`config.mk`:
```
export PLATFORM = sky130hd
export DESIGN_NAME = imr_top
export DESIGN_NICKNAME = d
export VERILOG_FILES = /design/src/imr_pkg.sv /design/src/imr_brg.sv /design/src/imr_top.sv
export VERILOG_INCLUDE_DIRS = /design/src /design/src/src
export SDC_FILE = /design/constraint.sdc
export NUM_CORES = 1
export LEC_CHECK = 0
export BUFFER_PORTS_ARGS = -buffer_cell sky130_fd_sc_hd__buf_2
export CAP_MARGIN = 20
export CORE_MARGIN = 3
export CORE_UTILIZATION = 58
export DETAILED_ROUTE_END_ITERATION = 10
export PLACE_DENSITY = 0.94
export SLEW_MARGIN = 20
export SYNTH_ARGS = -nofsm -noshare
export SYNTH_HDL_FRONTEND = slang
export SYNTH_SLANG_ARGS = --single-unit
export TNS_END_PERCENT = 5
```
`constraint.sdc`:
```
create_clock -name CLK -period 3.11 [get_ports CLK]
set_input_delay 0.622 -clock CLK [delete_from_list [all_inputs] [get_ports CLK]]
set_output_delay 0.622 -clock CLK [all_outputs]
set_load 0.005 [all_outputs]
```
`src/imr_params.svh`:
```
// Offsets, field positions, reset values and bit counts of the receive block.
// Assumes nothing; included by bare name from the design files.
`ifndef IMR_PARAMS_SVH
`define IMR_PARAMS_SVH

// Register byte offsets on the AXI4-Lite slave.
`define IMR_OFF_CTRL 4'h0
`define IMR_OFF_DATA 4'h4
`define IMR_OFF_STAT 4'h8
`define IMR_OFF_BAUD 4'hC

// Field positions in port_control_two.
`define IMR_CTRL_SEN 0
`define IMR_CTRL_MASTER_RECEIVE_REQUEST 3
`define IMR_CTRL_ACK_SEQUENCE_REQUEST 4
`define IMR_CTRL_ACK_VALUE_SELECT 5
`define IMR_CTRL_ACKST 6

// Field positions in the status register.
`define IMR_STAT_BF 0
`define IMR_STAT_IRQ 1
`define IMR_STAT_OV 2
`define IMR_STAT_WRITE_COLLISION_FLAG 3
`define IMR_STAT_IDLE 4

// Reset reload of the baud generator: half period is reload plus one.
`define IMR_BAUD_RST 8'h63

// Bus responses.
`define IMR_RESP_OK 2'h0
`define IMR_RESP_ERR 2'h2

// Bit slots of a byte transfer and the last step of a start condition.
`define IMR_LAST_BIT 4'h7
`define IMR_ACK_BIT 4'h8
`define IMR_START_END 4'h2

`endif

```
`src/imr_pkg.sv`:
```
// Types shared by the receive block and its baud generator.
// Assumes nothing of its surroundings.
package imr_pkg;

  // Sequencer states, one-hot.
  typedef enum logic [4:0] {
    IMR_IDLE = 5'b00001,
    IMR_START = 5'b00010,
    IMR_ADDR = 5'b00100,
    IMR_RECV = 5'b01000,
    IMR_ACK = 5'b10000
  } imr_state_t;

  // Control bits seen by software.
  typedef struct packed {
    logic start_condition_request;
    logic master_receive_request;
    logic ack_sequence_request;
    logic ack_value_select;
    logic ack_received_status;
  } imr_ctrl_t;

  // Sticky status flags.
  typedef struct packed {
    logic bf;
    logic irq;
    logic ov;
    logic write_collision_flag;
  } imr_flags_t;

  // Whole state of the top module.
  typedef struct packed {
    imr_state_t st;
    imr_ctrl_t ctrl;
    imr_flags_t fl;
    logic [7:0] buf_q;
    logic [7:0] shreg;
    logic [3:0] bitn;
    logic [7:0] baud;
    logic scl_oe;
    logic sda_oe;
    logic aw_have;
    logic [3:0] awaddr;
    logic w_have;
    logic [31:0] wdata;
    logic [3:0] wstrb;
    logic aw_rdy;
    logic w_rdy;
    logic bvalid;
    logic [1:0] bresp;
    logic ar_rdy;
    logic rvalid;
    logic [1:0] rresp;
    logic [31:0] rdata;
  } imr_regs_t;

  // State of the baud generator.
  typedef struct packed {
    logic [7:0] cnt;
    logic tick;
  } imr_brg_t;

endpackage

```
`src/imr_brg.sv`:
```
// Baud rate generator: one-cycle tick every reload plus one cycles.
// Assumes the caller holds run low while the serial port is idle.
`timescale 1ns/1ps
`default_nettype none
module imr_brg
  import imr_pkg::*;
(
  // Clock and reset.
  input wire logic CLK,
  input wire logic SRST,
  // Control.
  input wire logic run,
  input wire logic [7:0] reload,
  // Half-period tick.
  output logic tick
);

  imr_brg_t r;
  imr_brg_t n;

  // Count down while running; a stopped generator stays at reload so the
  // first half period after a start is always a full one.
  always_comb begin
    n = r;
    n.tick = 1'b0;
    if (!run) begin
      n.cnt = reload;
    end else if (r.cnt == 8'h00) begin
      n.cnt = reload;
      n.tick = 1'b1;
    end else begin
      n.cnt = r.cnt - 8'h01;
    end
  end

  // State register.
  always_ff @(posedge CLK) begin
    if (SRST) begin
      r <= '0;
    end else begin
      r <= n;
    end
  end

  assign tick = r.tick;

endmodule
`default_nettype wire

```
`src/imr_top.sv`:
```
// I2C master receive path with AXI4-Lite registers and open-drain pins.
// Assumes the bus lines are resolved outside and inputs are synchronous.
//
// Implementation choices: the register offsets and the AXI4-Lite interface to the registers.
`timescale 1ns/1ps
`default_nettype none
`include "imr_params.svh"

// What this block does
// - A receive request written while the port is busy is ignored.
// - In a received byte, each baud rollover toggles the clock line; every second one shifts in a data bit.
// - After the eighth fall: clear request, load buffer, set flags, hold clock.
// - After delivery the port idles until software gives the next command.
// - Reading the data buffer clears the buffer-full flag.
// - Every byte loaded into the data buffer sets buffer-full.
// - A byte arriving while buffer-full is set raises overflow.
// - A data write during a transfer sets collision and changes nothing.
// - A start request produces a start condition, then the interrupt flag.
// - Writing the address byte sends all eight bits in turn, MSB first.
// - The slave acknowledge after the address is stored in a status bit.
// - The interrupt flag is set at the end of the ninth address clock.
// - The chosen acknowledge is clocked out, then the interrupt flag set.
// - Acknowledge is low in the ninth slot; the sender releases the line.
module imr_top
  import imr_pkg::*;
(
  // Clock and reset.
  input wire logic CLK,
  input wire logic SRST,
  // AXI4-Lite write channels.
  input wire logic [3:0] S_AXI_AWADDR,
  input wire logic S_AXI_AWVALID,
  output logic S_AXI_AWREADY,
  input wire logic [31:0] S_AXI_WDATA,
  input wire logic [3:0] S_AXI_WSTRB,
  input wire logic S_AXI_WVALID,
  output logic S_AXI_WREADY,
  output logic [1:0] S_AXI_BRESP,
  output logic S_AXI_BVALID,
  input wire logic S_AXI_BREADY,
  // AXI4-Lite read channels.
  input wire logic [3:0] S_AXI_ARADDR,
  input wire logic S_AXI_ARVALID,
  output logic S_AXI_ARREADY,
  output logic [31:0] S_AXI_RDATA,
  output logic [1:0] S_AXI_RRESP,
  output logic S_AXI_RVALID,
  input wire logic S_AXI_RREADY,
  // Serial clock line, open drain.
  input wire logic SCL_I,
  output logic SCL_O,
  output logic SCL_OE,
  // Serial data line, open drain.
  input wire logic SDA_I,
  output logic SDA_O,
  output logic SDA_OE
);

  imr_regs_t r;
  imr_regs_t n;
  logic tick;
  logic hi_tick;
  logic wr_go;
  logic rd_go;
  logic [3:0] wr_off;
  logic [3:0] rd_off;
  logic lane0;
  logic rx_end;
  logic addr_end;
  logic start_end;
  logic ack_end;
  logic is_idle;

  // ---------------------------------------------------------------
  // Baud generator
  // ---------------------------------------------------------------

  // Suspended while idle, which leaves the clock line where it was.
  imr_brg u_brg (
    .CLK(CLK),
    .SRST(SRST),
    .run(r.st != IMR_IDLE),
    .reload(r.baud),
    .tick(tick)
  );

  // ---------------------------------------------------------------
  // Decode
  // ---------------------------------------------------------------

  // A write is performed once address and data are both held.
  assign is_idle = (r.st == IMR_IDLE);
  assign hi_tick = tick && !r.scl_oe;
  assign wr_go = r.aw_have && r.w_have && !r.bvalid;
  assign wr_off = {r.awaddr[3:2], 2'b00};
  assign lane0 = r.wstrb[0];
  assign rd_go = S_AXI_ARVALID && r.ar_rdy;
  assign rd_off = {S_AXI_ARADDR[3:2], 2'b00};
  assign start_end = (r.st == IMR_START) && tick &&
                     (r.bitn == `IMR_START_END);
  assign addr_end = (r.st == IMR_ADDR) && hi_tick &&
                    (r.bitn == `IMR_ACK_BIT);
  assign rx_end = (r.st == IMR_RECV) && hi_tick &&
                  (r.bitn == `IMR_LAST_BIT);
  assign ack_end = (r.st == IMR_ACK) && hi_tick;

  // ---------------------------------------------------------------
  // Next state
  // ---------------------------------------------------------------

  // Bus effects come first and the sequencer last, so a flag that the
  // sequencer sets in the same cycle that software clears it survives.
  always_comb begin
    n = r;
    // Write channel capture.
    if (S_AXI_AWVALID && r.aw_rdy) begin
      n.aw_have = 1'b1;
      n.awaddr = S_AXI_AWADDR;
    end
    if (S_AXI_WVALID && r.w_rdy) begin
      n.w_have = 1'b1;
      n.wdata = S_AXI_WDATA;
      n.wstrb = S_AXI_WSTRB;
    end
    if (r.bvalid && S_AXI_BREADY) begin
      n.bvalid = 1'b0;
    end
    // Read channel.
    if (r.rvalid && S_AXI_RREADY) begin
      n.rvalid = 1'b0;
    end
    if (rd_go) begin
      n.rvalid = 1'b1;
      n.rresp = `IMR_RESP_OK;
      n.rdata = 32'h0000_0000;
      case (rd_off)
        `IMR_OFF_CTRL: begin
          n.rdata[`IMR_CTRL_SEN] = r.ctrl.start_condition_request;
          n.rdata[`IMR_CTRL_MASTER_RECEIVE_REQUEST] = r.ctrl.master_receive_request;
          n.rdata[`IMR_CTRL_ACK_SEQUENCE_REQUEST] = r.ctrl.ack_sequence_request;
          n.rdata[`IMR_CTRL_ACK_VALUE_SELECT] = r.ctrl.ack_value_select;
          n.rdata[`IMR_CTRL_ACKST] = r.ctrl.ack_received_status;
        end
        `IMR_OFF_DATA: begin
          n.rdata[7:0] = r.buf_q;
          n.fl.bf = 1'b0;
        end
        `IMR_OFF_STAT: begin
          n.rdata[`IMR_STAT_BF] = r.fl.bf;
          n.rdata[`IMR_STAT_IRQ] = r.fl.irq;
          n.rdata[`IMR_STAT_OV] = r.fl.ov;
          n.rdata[`IMR_STAT_WRITE_COLLISION_FLAG] = r.fl.write_collision_flag;
          n.rdata[`IMR_STAT_IDLE] = is_idle;
        end
        `IMR_OFF_BAUD: n.rdata[7:0] = r.baud;
        default: n.rresp = `IMR_RESP_ERR;
      endcase
    end
    // Register writes; only byte lane 0 carries register bits.
    if (wr_go) begin
      n.aw_have = 1'b0;
      n.w_have = 1'b0;
      n.bvalid = 1'b1;
      n.bresp = `IMR_RESP_OK;
      case (wr_off)
        `IMR_OFF_CTRL: if (lane0) begin
          n.ctrl.ack_value_select = r.wdata[`IMR_CTRL_ACK_VALUE_SELECT];
          // Commands are taken only from idle; the rest are dropped.
          if (is_idle) begin
            if (r.wdata[`IMR_CTRL_SEN]) begin
              n.ctrl.start_condition_request = 1'b1;
              n.st = IMR_START;
              n.bitn = 4'h0;
            end else if (r.wdata[`IMR_CTRL_MASTER_RECEIVE_REQUEST]) begin
              n.ctrl.master_receive_request = 1'b1;
              n.st = IMR_RECV;
              n.bitn = 4'h0;
              n.sda_oe = 1'b0;
            end else if (r.wdata[`IMR_CTRL_ACK_SEQUENCE_REQUEST]) begin
              n.ctrl.ack_sequence_request = 1'b1;
              n.st = IMR_ACK;
              n.sda_oe = !r.wdata[`IMR_CTRL_ACK_VALUE_SELECT];
            end
          end
        end
        `IMR_OFF_DATA: if (lane0) begin
          if (!is_idle) begin
            n.fl.write_collision_flag = 1'b1;
          end else begin
            // Address goes out at once, MSB first.
            n.st = IMR_ADDR;
            n.shreg = r.wdata[7:0];
            n.bitn = 4'h0;
            n.sda_oe = !r.wdata[7];
          end
        end
        `IMR_OFF_STAT: if (lane0) begin
          // Write one to clear.
          if (r.wdata[`IMR_STAT_IRQ]) n.fl.irq = 1'b0;
          if (r.wdata[`IMR_STAT_OV]) n.fl.ov = 1'b0;
          if (r.wdata[`IMR_STAT_WRITE_COLLISION_FLAG]) n.fl.write_collision_flag = 1'b0;
        end
        `IMR_OFF_BAUD: if (lane0) n.baud = r.wdata[7:0];
        default: n.bresp = `IMR_RESP_ERR;
      endcase
    end
    // Serial sequencer: low phase ends by releasing the clock, high phase
    // ends by pulling the clock low again, after sampling in receive and in the ninth address slot.
    case (r.st)
      IMR_IDLE: begin
      end
      IMR_START: if (tick) begin
        n.bitn = r.bitn + 4'h1;
        case (r.bitn)
          4'h0: begin
            n.scl_oe = 1'b0;
            n.sda_oe = 1'b0;
          end
          4'h1: n.sda_oe = 1'b1;
          default: begin
            n.scl_oe = 1'b1;
            n.ctrl.start_condition_request = 1'b0;
            n.fl.irq = 1'b1;
            n.st = IMR_IDLE;
          end
        endcase
      end
      IMR_ADDR: if (tick) begin
        n.scl_oe = !r.scl_oe;
        if (hi_tick) begin
          if (r.bitn == `IMR_ACK_BIT) begin
            n.ctrl.ack_received_status = SDA_I;
            n.fl.irq = 1'b1;
            n.st = IMR_IDLE;
          end else begin
            n.bitn = r.bitn + 4'h1;
            n.shreg = {r.shreg[6:0], 1'b0};
            // Release the line for the slave's acknowledge slot.
            if (r.bitn == `IMR_LAST_BIT) n.sda_oe = 1'b0;
            else n.sda_oe = !r.shreg[6];
          end
        end
      end
      IMR_RECV: if (tick) begin
        n.scl_oe = !r.scl_oe;
        if (hi_tick) begin
          n.shreg = {r.shreg[6:0], SDA_I};
          n.bitn = r.bitn + 4'h1;
          if (r.bitn == `IMR_LAST_BIT) begin
            n.ctrl.master_receive_request = 1'b0;
            n.buf_q = {r.shreg[6:0], SDA_I};
            n.fl.bf = 1'b1;
            if (r.fl.bf) n.fl.ov = 1'b1;
            n.fl.irq = 1'b1;
            n.st = IMR_IDLE;
          end
        end
      end
      IMR_ACK: if (tick) begin
        n.scl_oe = !r.scl_oe;
        if (hi_tick) begin
          n.ctrl.ack_sequence_request = 1'b0;
          n.fl.irq = 1'b1;
          n.st = IMR_IDLE;
        end
      end
      default: n.st = IMR_IDLE;
    endcase
    // Ready is offered only while nothing is held for that channel.
    n.aw_rdy = !n.aw_have && !n.bvalid;
    n.w_rdy = !n.w_have && !n.bvalid;
    n.ar_rdy = !n.rvalid;
  end

  // ---------------------------------------------------------------
  // State register
  // ---------------------------------------------------------------

  always_ff @(posedge CLK) begin
    if (SRST) begin
      r <= '0;
      r.st <= IMR_IDLE;
      r.baud <= `IMR_BAUD_RST;
    end else begin
      r <= n;
    end
  end

  // Open drain: the pad only ever pulls low, so the data outputs stay 0.
  assign SCL_O = 1'b0;
  assign SDA_O = 1'b0;
  assign SCL_OE = r.scl_oe;
  assign SDA_OE = r.sda_oe;
  assign S_AXI_AWREADY = r.aw_rdy;
  assign S_AXI_WREADY = r.w_rdy;
  assign S_AXI_BVALID = r.bvalid;
  assign S_AXI_BRESP = r.bresp;
  assign S_AXI_ARREADY = r.ar_rdy;
  assign S_AXI_RVALID = r.rvalid;
  assign S_AXI_RRESP = r.rresp;
  assign S_AXI_RDATA = r.rdata;
endmodule
`default_nettype wire

```
==> results.py, run 1 <==
metrics = {
    "detailed_routing": {
        "routed_wl_um": 9340,
        "drc": 0,
        "drtAntennaViolNets": 0,
        "dr.pass1.iters": 5,
        "drt-initial-drc-count": 328,
        "via_per_inst": 5.896,
        "vias": 3414,
        "wire_per_inst_um": 16.13,
    },
    "worst_setup_path": {
        "rr_startpoint": "r[125]$_SDFF_PP0_",
        "worstSetupEndpointType": "register",
        "crit_path_start": "r[125]$_SDFF_PP0_",
        "path_class": "reg2reg",
        "start_kind": "register",
        "critPathRequiredTime_ns": 3.40,
        "cp_max_fo": 15,
        "worst_ep_arrival_time_ns": 2.68,
    },
    "power": {
        "comb_power_share_pct": 6.7,
        "seqPwrFrac_pct": 51.9,
        "p_clk_share_pct": 41.4,
        "powerDensity_nw_per_um2": 478.5,
        "power.leakage_nw": 1.692,
        "peakVddDrop_mv": 0.4091,
        "p_sw_share_pct": 24.79,
        "switchingPower_w": 0.0005123,
        "p_int_w": 0.001555,
    },
    "worst_hold_path": {
        "hold_class": "reg2reg",
        "min_from": "S_AXI_RDATA[7]$_SDFFE_PP0P_",
    },
    "global_routing": {
        "grt_antenna_before_repair": 0,
        "first_global_vias": 3252,
        "grt_max_degree": 38,
        "grtUsageTotal_pct": 22.98,
        "grt.overflow.total": 0,
        "grt_first_pass_wirelength_um": 15220,
    },
    "timing": {
        "hold_viol": 0,
        "slew_headroom_pct": 42.84,
        "fin_skew_ns": 0.01086,
        "fmax_mhz": 419.5,
        "fin_crit_ns": 2.384,
        "rsz0062_at_grt": "no",
        "setup_viol": 0,
        "tightestPinTransition_ns": 0.8542,
        "min_period_over_period_pct": 76.64,
        "slew_viol_final": 0,
        "finalSetupTns_ns": 0,
    },
    "clock_network": {
        "cts_tree": "yes",
        "cts.clk_slew.worst_paths_ns": 0.09,
        "h-tree-depth": 3,
        "postCtsSetupBuffers": 0,
        "hold_buffers": 0,
        "clkSinkCount": 80,
        "clk_latency_ns": 0.37,
        "cts-root-buf": "clkbuf_8",
        "cts_resized": 0,
        "numCtsBuffers": 9,
        "cts_buffer_depth": 2,
    },
    "floorplan": {
        "fp.dieW_um": 90.25,
        "dieArea_um2": 8144,
        "ios": 98,
        "coreArea_um2": 6832,
        "start_util_pct": 60.26,
        "die_h_um": 90.25,
        "placementRows": 30,
    },
    "synth": {
        "synth_top_area_share_pct": 38.91,
        "synthCells": 471,
        "synth_top_cells_by_area": "dfxtp_1, buf_4, nand2_1, nor2_1, mux2i_1",
        "yosys_warnings": 0,
        "synthSimpleGateAreaFrac_pct": 23.95,
        "synth_area_um2": 4116,
        "synth_compound_area_share_pct": 16.11,
        "ys_types": 68,
        "synth.avg_cell_area_um2": 8.740,
        "synthMuxAreaShare_pct": 6.353,
        "synth-seq-cells": 80,
        "synth-edff-count": 0,
        "ys_async_sr_fraction_pct": 0,
        "synth-xor-area-share_pct": 1.489,
        "synth_top_flop_cell": "dfxtp_1",
        "yosys.area.top_type": "dfxtp_1",
        "synthAdderAreaFrac_pct": 1.520,
        "synth.yosys.seq_area_share_pct": 38.91,
        "synth_top_family_by_area": "simple AND/OR/NAND/NOR gates",
    },
    "finish": {
        "seqCellArea_um2": 1602,
        "layout.nets": 537,
        "final_common_cell": "dfxtp_1",
        "areaGrowthSynthToFinish_pct": 4.924,
        "final_cell_mix": "dfxtp_1, nand2_1, nor2_1",
        "multi_input_area_um2": 2140,
        "layout-drive-gt1-share_pct": 17.81,
        "n_antenna_cell": 0,
        "post-route-util_pct": 63.22,
        "fillers": 530,
    },
    "placed_design": {
        "dp_hpwl_um": 6651,
        "gp_congestion": 0.8630,
        "port-buffer-count": 37,
    },
    "run_status": {
        "status": "complete, no violations",
    },
    "flow_run": {
        "timing.max_cap.violations": 0,
    },
}
-- logic make-up (layout without fill, tap and decap cells) --
logic type	Yosys count	count (layout)
fa+ha+maj	5	5
other cells	1	28
compound gates	92	92
xor+xnor	7	7
simple gates	184	184
flops	80	80
mux	22	22
buf+inv	80	65
-- metrics by stage --
stage	cell area [um^2]	std cells	total power, W	hold WS, ns	worst slack [ns]
after floorplan	4218	498	0.001213	0.4311	1.290
after global placement	4103	564	0.001224	0.4388	0.8978
after detailed placement	4103	564	0.001231	0.4418	0.8281
after CTS	4319	579	0.002068	0.4543	0.7637
after global routing	4319	579	0.002128	0.4832	0.6021
final	4319	579	0.002067	0.4578	0.7263
-- layout make-up --
type | instances | area share, %
Clock buffer | 9 | 2.868
Timing Repair Buffer | 39 | 4.635
Multi-Input combinational cell | 338 | 49.54
Inverter | 11 | 0.9560
Tap cell | 96 | 2.781
Clock inverter | 6 | 2.144
Sequential cell | 80 | 37.08
-- layer usage --
layer | GRT usage, % | up-vias | share of wire (%)
met3 | 6.444 | 40 | 8.6
li1 | - | 1593 | -
met2 | 37.83 | 188 | 49
met5 | 0 | - | 0
met4 | 12.50 | 0 | 3.3
met1 | 27.07 | 1593 | 39
-- flip-flops by register name, indices dropped and copies added, names as in the netlist --
name           cells
lane0              1
S_AXI_AWREADY      1
u_brg.r            8
SCL_OE             1
S_AXI_ARREADY      1
S_AXI_RRESP        1
S_AXI_BRESP        1
u_brg.tick         1
S_AXI_BVALID       1
S_AXI_WREADY       1
SDA_OE             1
S_AXI_RDATA        8
S_AXI_RVALID       1
r                 53
-- path summary, 6_finish.rpt --
| path | slack [ns] | cells past startpoint | endpoint |
|---|---|---|---|
| worst max-delay path | 0.73 | 5 | r[107]$_SDFFE_PP0P_ |
| worst min-delay path | 0.46 | 2 | S_AXI_RDATA[7]$_SDFFE_PP0P_ |
| worst min register to register | 0.46 | 2 | S_AXI_RDATA[7]$_SDFFE_PP0P_ |
| worst max register to register | 0.73 | 5 | r[107]$_SDFFE_PP0P_ |
-- critical path, cell delays in order (launching register included) --
cell,delay [ns]
dfxtp_1,0.71
or3b_1,0.48
nor4_4,0.39
and2_1,0.45
nand2_1,0.13
a21oi_1,0.15
-- cells in the mapped netlist, types with 2 or more instances --
cell	number
a221oi_1	2
buf_2	3
mux2i_1	16
and4b_1	2
a211oi_2	6
nand2b_1	6
nand3b_1	2
nor2b_1	9
buf_4	40
o21ai_0	5
a31o_2	2
clkbuf_1	19
buf_6	3
buf_1	4
a211oi_1	11
a211o_1	4
and2_1	5
a21oi_1	31
nand3_1	13
dfxtp_1	80
nor4_1	5
inv_1	11
xnor2_1	6
or2_2	2
nor4b_1	2
o311ai_0	2
o211ai_1	4
nand4_1	2
nor3_1	9
a41oi_1	2
and3b_1	4
a21o_1	2
nor4_4	3
nor3b_1	5
mux4_2	3
nand2_1	59
a31oi_1	6
mux2_2	3
nor2_1	44
ha_1	5
a21bo_2	2
-- power by group through the flow --
stage	Clock, W	Sequential [W]	Combinational, W
2_1_floorplan	0	0.00109	0.000127
3_3_place_gp	0	0.00109	0.000130
3_5_place_dp	0	0.00109	0.000136
4_1_cts	0.000860	0.00107	0.000137
5_1_grt	0.000897	0.00108	0.000156
6_report	0.000856	0.00107	0.000139
Power figures use the tool's default switching activity.
==> inputs of run 2 (changes only) <==
--- a/config.mk
+++ b/config.mk
@@ -9,9 +9,9 @@
 export BUFFER_PORTS_ARGS = -buffer_cell sky130_fd_sc_hd__buf_2
 export CAP_MARGIN = 20
 export CORE_MARGIN = 3
-export CORE_UTILIZATION = 58
+export CORE_UTILIZATION = 54
 export DETAILED_ROUTE_END_ITERATION = 10
-export PLACE_DENSITY = 0.94
+export PLACE_DENSITY = 0.89
 export SLEW_MARGIN = 20
 export SYNTH_ARGS = -nofsm -noshare
 export SYNTH_HDL_FRONTEND = slang
==> constraint.sdc (replaced) <==
create_clock -name CLK -period 2.35 [get_ports CLK]
set_input_delay 0.47 -clock CLK [delete_from_list [all_inputs] [get_ports CLK]]
set_output_delay 0.47 -clock CLK [all_outputs]
set_load 0.005 [all_outputs]
==> run 2 against run 1 <==
  * Cell count up 2.1%
  * Design area up 1.2%
  * Global-route usage down 1.3 points
  * Fmax up 12%
  * Clock skew up 0.0015 ns
  * Sequential share of layout area down 0.42 points
  * Core utilization down 3.6 points
  * Combinational power up 33%
  * Sequential power up 33%
  * Register-to-register slack worse by 0.50 ns
  * Critical path depth unchanged
  * Critical path type unchanged
  * Highest routed layer unchanged
==> results.py, run 2 (synthesized netlist as in run 1, its figures left out) <==
metrics = {
    "run_status": {
        "status": "complete, no violations",
    },
    "worst_setup_path": {
        "worstSetupEndpointType": "register",
        "cp_slowest_stage_delay_ns": 0.66,
        "critPathRequiredTime_ns": 2.57,
        "critPathTopFamily": "simple AND/OR/NAND/NOR gates",
        "rr_endpoint": "r[101]$_SDFF_PP0_",
        "cp_cell_sequence": "or4b_1, nor4_4, nor2_2, nor2_1, a211oi_2",
        "cp_max_fo": 12,
        "reg2reg_depth": 5,
        "cp_num_cells": 5,
        "path_class": "reg2reg",
        "worst_ep_arrival_time_ns": 2.34,
        "crit_buf_inv": 0,
        "ff2ff_setup_slack_ns": 0.23,
        "rr_startpoint": "r[124]$_SDFF_PP0_",
        "slowest_stage": "or4b_1",
        "start_kind": "register",
    },
    "clock_network": {
        "hold_buffers": 0,
        "cts_tree": "yes",
        "h-tree-depth": 3,
        "postCtsSetupBuffers": 0,
        "numCtsBuffers": 9,
        "clkSinkCount": 80,
        "cts_buffer_depth": 2,
        "cts-root-buf": "clkbuf_8",
        "cts_resized": 0,
        "clk_latency_ns": 0.36,
        "cts.clk_slew.worst_paths_ns": 0.08,
    },
    "finish": {
        "final_cell_mix": "dfxtp_1, nand2_1, nor2_1",
        "areaGrowthSynthToFinish_pct": 6.140,
        "fillers": 593,
        "final_common_cell": "dfxtp_1",
        "n_antenna_cell": 0,
        "layout.nets": 545,
        "layout-drive-gt1-share_pct": 19.31,
        "largest_reg_flops": 53,
        "stdcell_area_um2": 4369,
        "regMostFlops": "r",
    },
    "worst_hold_path": {
        "min_delay_path_depth": 3,
        "min_from": "S_AXI_WDATA[2]",
        "hold_class": "in2reg",
        "min_to": "r[47]$_SDFFE_PP0P_",
    },
    "timing": {
        "slew_headroom_pct": 42.06,
        "fmax_mhz": 471.0,
        "fin_crit_ns": 2.123,
        "whs_ns": 0.3485,
        "fin_skew_ns": 0.01233,
        "rsz0062_at_grt": "no",
        "finalSetupTns_ns": 0,
        "slew_viol_final": 0,
        "min_period_over_period_pct": 90.36,
        "setup_viol": 0,
        "hold_viol": 0,
        "tightestPinTransition_ns": 0.8660,
    },
    "detailed_routing": {
        "vias": 3356,
        "via_per_inst": 5.679,
        "drtAntennaViolNets": 0,
        "dr.pass1.iters": 5,
        "wire_per_inst_um": 15.26,
        "drt-initial-drc-count": 298,
        "routed_wl_um": 9017,
        "drc": 0,
    },
    "power": {
        "powerDensity_nw_per_um2": 606.2,
        "peakVddDrop_mv": 0.6153,
        "power.leakage_nw": 1.732,
        "power_w": 0.002649,
    },
    "floorplan": {
        "die_h_um": 93.31,
        "ios": 98,
        "placementRows": 31,
        "start_util_pct": 56.15,
        "dieArea_um2": 8707,
        "coreArea_um2": 7331,
        "fp.dieW_um": 93.31,
    },
    "placed_design": {
        "gp_congestion": 0.8841,
        "placed_area_um2": 4167,
        "port-buffer-count": 37,
        "dp_hpwl_um": 6512,
    },
    "global_routing": {
        "grtUsageTotal_pct": 21.64,
        "first_global_vias": 3153,
        "grt_max_degree": 40,
        "grt.overflow.total": 0,
        "grt_antenna_before_repair": 0,
        "grt_first_pass_wirelength_um": 14950,
    },
    "flow_run": {
        "timing.max_cap.violations": 0,
    },
}
## run 2: per-layer routing
| metal | share of wire [%] | wire (um) | track usage, % | vias up |
|---|---|---|---|---|
| met5 | 0 | 0 | 0 | - |
| met4 | 2.7 | 241 | 9.280 | 0 |
| met3 | 6.5 | 587 | 4.666 | 20 |
| met2 | 49 | 4420 | 36.21 | 124 |
| met1 | 42 | 3768 | 26.76 | 1594 |
| li1 | - | - | - | 1618 |
## run 2: where the power goes
part | switching (W) | internal, W
sequential | 0.0000350 | 0.00139
clock | 0.000520 | 0.000524
combinational | 0.000110 | 0.0000750
total | 0.000665 | 0.00198
## run 2: worst max-delay path by stage
stage	start	to	slack, ns
5_1_grt	u_brg.r[1]$_SDFF_PP0_	u_brg.r[1]$_SDFF_PP0_	0.06
6_report	r[124]$_SDFF_PP0_	r[101]$_SDFF_PP0_	0.23
3_5_place_dp	r[124]$_SDFF_PP0_	r[101]$_SDFF_PP0_	0.25
3_3_place_gp	r[124]$_SDFF_PP0_	r[102]$_SDFF_PP0_	0.32
4_1_cts	r[124]$_SDFF_PP0_	r[101]$_SDFF_PP0_	0.24
2_1_floorplan	r[123]$_SDFF_PP0_	r[100]$_SDFF_PP0_	0.53
## run 2: cell type report
class / instances / area [um^2] / share of cell area [%]
multi-input combinational: 338 / 2140 / 48.97
timing repair buffer: 47 / 260.3 / 5.956
sequential: 80 / 1602 / 36.66
clock inverter: 6 / 65.06 / 1.489
inverter: 11 / 41.29 / 0.9450
clock buffer: 10 / 137.6 / 3.150
tap: 99 / 123.9 / 2.835
## run 2: stage by stage
stage | utilization, % | instances | setup slack, ns
finish | 59.60 | 591 | 0.2266
global route | 59.60 | 591 | 0.05686
CTS | 59.60 | 591 | 0.2390
detailed placement | 56.84 | 575 | 0.2493
global placement | 56.84 | 575 | 0.3193
floorplan | - | 498 | 0.5297
## run 2: worst reg2reg max path, delay by kind of cell, from the launching register on
kind	cells	cell delay, ns
flops	1	0.49
simple gates	4	1.44
compound gates	1	0.07
==> inputs of run 3 (changes only) <==
--- a/config.mk
+++ b/config.mk
@@ -8,7 +8,7 @@
 export LEC_CHECK = 0
 export BUFFER_PORTS_ARGS = -buffer_cell sky130_fd_sc_hd__buf_2
 export CAP_MARGIN = 20
-export CORE_MARGIN = 3
+export CORE_MARGIN = 10
 export CORE_UTILIZATION = 54
 export DETAILED_ROUTE_END_ITERATION = 10
 export PLACE_DENSITY = 0.89
==> run 3 against run 2 <==
  * First-iteration DRC count is 1.0% lower
  * Routed wire length is 5.5% higher
  * Power increased by 3.0%
  * Design area shrank 0.17%
==> results.py, run 3 (synthesized netlist as in run 1, its figures left out) <==
metrics = {
    "finish": {
        "largest_reg_flops": 53,
        "post-route-util_pct": 59.50,
        "n_antenna_cell": 0,
        "layout-drive-gt1-share_pct": 18.65,
        "areaGrowthSynthToFinish_pct": 5.957,
        "final_cell_mix": "dfxtp_1, nand2_1, nor2_1",
        "layout.nets": 542,
        "regMostFlops": "r",
        "final_common_cell": "dfxtp_1",
    },
    "detailed_routing": {
        "wire_per_inst_um": 16.20,
        "drt-initial-drc-count": 295,
        "drtAntennaViolNets": 0,
        "drc": 0,
        "vias": 3397,
        "routed_wl_um": 9509,
        "dr.pass1.iters": 5,
        "via_per_inst": 5.787,
    },
    "worst_setup_path": {
        "rr_endpoint": "r[102]$_SDFF_PP0_",
        "cp_num_cells": 5,
        "reg2reg_depth": 5,
        "path_class": "reg2reg",
        "ff2ff_setup_slack_ns": 0.23,
        "crit_end": "r[102]$_SDFF_PP0_",
        "slowest_stage": "or4b_1",
        "rr_startpoint": "r[123]$_SDFF_PP0_",
        "cp_slowest_stage_delay_ns": 0.74,
        "worstSetupEndpointType": "register",
        "crit_path_start": "r[123]$_SDFF_PP0_",
        "critPathRequiredTime_ns": 2.58,
        "cp_max_fo": 12,
        "worst_ep_arrival_time_ns": 2.36,
        "start_kind": "register",
        "cp_cell_sequence": "or4b_1, nor4_4, nor2_2, nor2_1, a211oi_2",
        "crit_buf_inv": 0,
        "critPathTopFamily": "simple AND/OR/NAND/NOR gates",
    },
    "placed_design": {
        "gp_congestion": 0.9271,
        "pre_cts_ws_ns": 0.2909,
        "port-buffer-count": 37,
        "dp_hpwl_um": 6831,
    },
    "timing": {
        "finalSetupTns_ns": 0,
        "setup_viol": 0,
        "hold_viol": 0,
        "rsz0062_at_grt": "no",
        "min_period_over_period_pct": 90.41,
        "fin_crit_ns": 2.125,
        "tightestPinTransition_ns": 0.8348,
        "slew_viol_final": 0,
        "setup_ws_ns": 0.2254,
        "fmax_mhz": 470.7,
        "fin_skew_ns": 0.01282,
        "whs_ns": 0.3380,
        "slew_headroom_pct": 44.14,
    },
    "floorplan": {
        "dieArea_um2": 11520,
        "start_util_pct": 56.15,
        "die_h_um": 107.3,
        "fp.dieW_um": 107.3,
        "coreArea_um2": 7331,
        "placementRows": 31,
        "ios": 98,
    },
    "power": {
        "powerDensity_nw_per_um2": 625.6,
        "peakVddDrop_mv": 0.4016,
        "power_w": 0.002729,
        "power.leakage_nw": 1.720,
    },
    "clock_network": {
        "hold_buffers": 0,
        "cts_buffer_depth": 2,
        "postCtsSetupBuffers": 0,
        "cts_resized": 0,
        "cts.clk_slew.worst_paths_ns": 0.08,
        "h-tree-depth": 3,
        "cts-root-buf": "clkbuf_8",
        "clk_latency_ns": 0.37,
        "cts_tree": "yes",
        "clkSinkCount": 80,
        "numCtsBuffers": 9,
    },
    "global_routing": {
        "grt_use_met3_pct": 3.952,
        "grt_max_degree": 38,
        "use_met2_pct": 27.92,
        "grtUsageTotal_pct": 16.55,
        "grt_first_pass_wirelength_um": 15540,
        "grt.overflow.total": 0,
        "first_global_vias": 3293,
        "gr-max-usage-layer": "met2",
        "use_met1_pct": 19.44,
        "grt_antenna_before_repair": 0,
    },
    "worst_hold_path": {
        "hold_class": "in2reg",
        "min_delay_path_depth": 3,
    },
    "run_status": {
        "status": "complete, no violations",
    },
    "flow_run": {
        "timing.max_cap.violations": 0,
    },
}
run 3: cell count changes in the layout (fill, tap and decap cells not counted):
cell / change
clkinv_4: +2
bufinv_16: +1
clkbuf_8: -1
inv_6: -1
buf_4: -3
clkinv_2: -2
run 3: layout make-up:
| type | instances | area (um^2) |
|---|---|---|
| clock inverters | 6 | 93.84 |
| multi-input cells | 338 | 2140 |
| inverters | 11 | 41.29 |
| well taps | 99 | 123.9 |
| repair buffers | 44 | 237.7 |
| flip-flops and latches | 80 | 1602 |
| clock buffers | 9 | 123.9 |
| fillers | 603 | 2969 |
run 3: worst min-delay path by stage:
stage,endpoint,slack (ns),from
CTS,r[51]$_SDFFE_PP0P_,0.33,S_AXI_WDATA[6]
global route,r[46]$_SDFFE_PP0P_,0.35,S_AXI_WDATA[1]
finish,r[51]$_SDFFE_PP0P_,0.34,S_AXI_WDATA[6]
global placement,S_AXI_BRESP[1]$_SDFFE_PP0P_,0.44,S_AXI_BRESP[1]$_SDFFE_PP0P_
detailed placement,S_AXI_RDATA[7]$_SDFFE_PP0P_,0.44,S_AXI_RDATA[7]$_SDFFE_PP0P_
floorplan,S_AXI_BRESP[1]$_SDFFE_PP0P_,0.43,S_AXI_BRESP[1]$_SDFFE_PP0P_
run 3: layer usage:
layer	routed length [um]	vias up
met5	0	-
met4	205	0
met3	652	23
met2	4682	144
met1	3968	1622
li1	-	1608
run 3: stage by stage:
step           cells  area [um^2]
6_report         587         4362
5_1_grt          587         4362
3_3_place_gp     572         4144
3_5_place_dp     572         4144
2_1_floorplan    498         4218
4_1_cts          587         4362
run 3: worst register-to-register path, cell delays in order, from the launching register on:
cell and delay (ns):
dfxtp_1 0.42, or4b_1 0.74, nor4_4 0.36, nor2_2 0.22, nor2_1 0.19, a211oi_2 0.06
run 3: power by group:
part / switching, W / leakage, nW / internal [W]
combinational: 0.000111 / 0.965 / 0.0000750
sequential: 0.0000354 / 0.649 / 0.00139
clock: 0.000523 / 0.106 / 0.000599
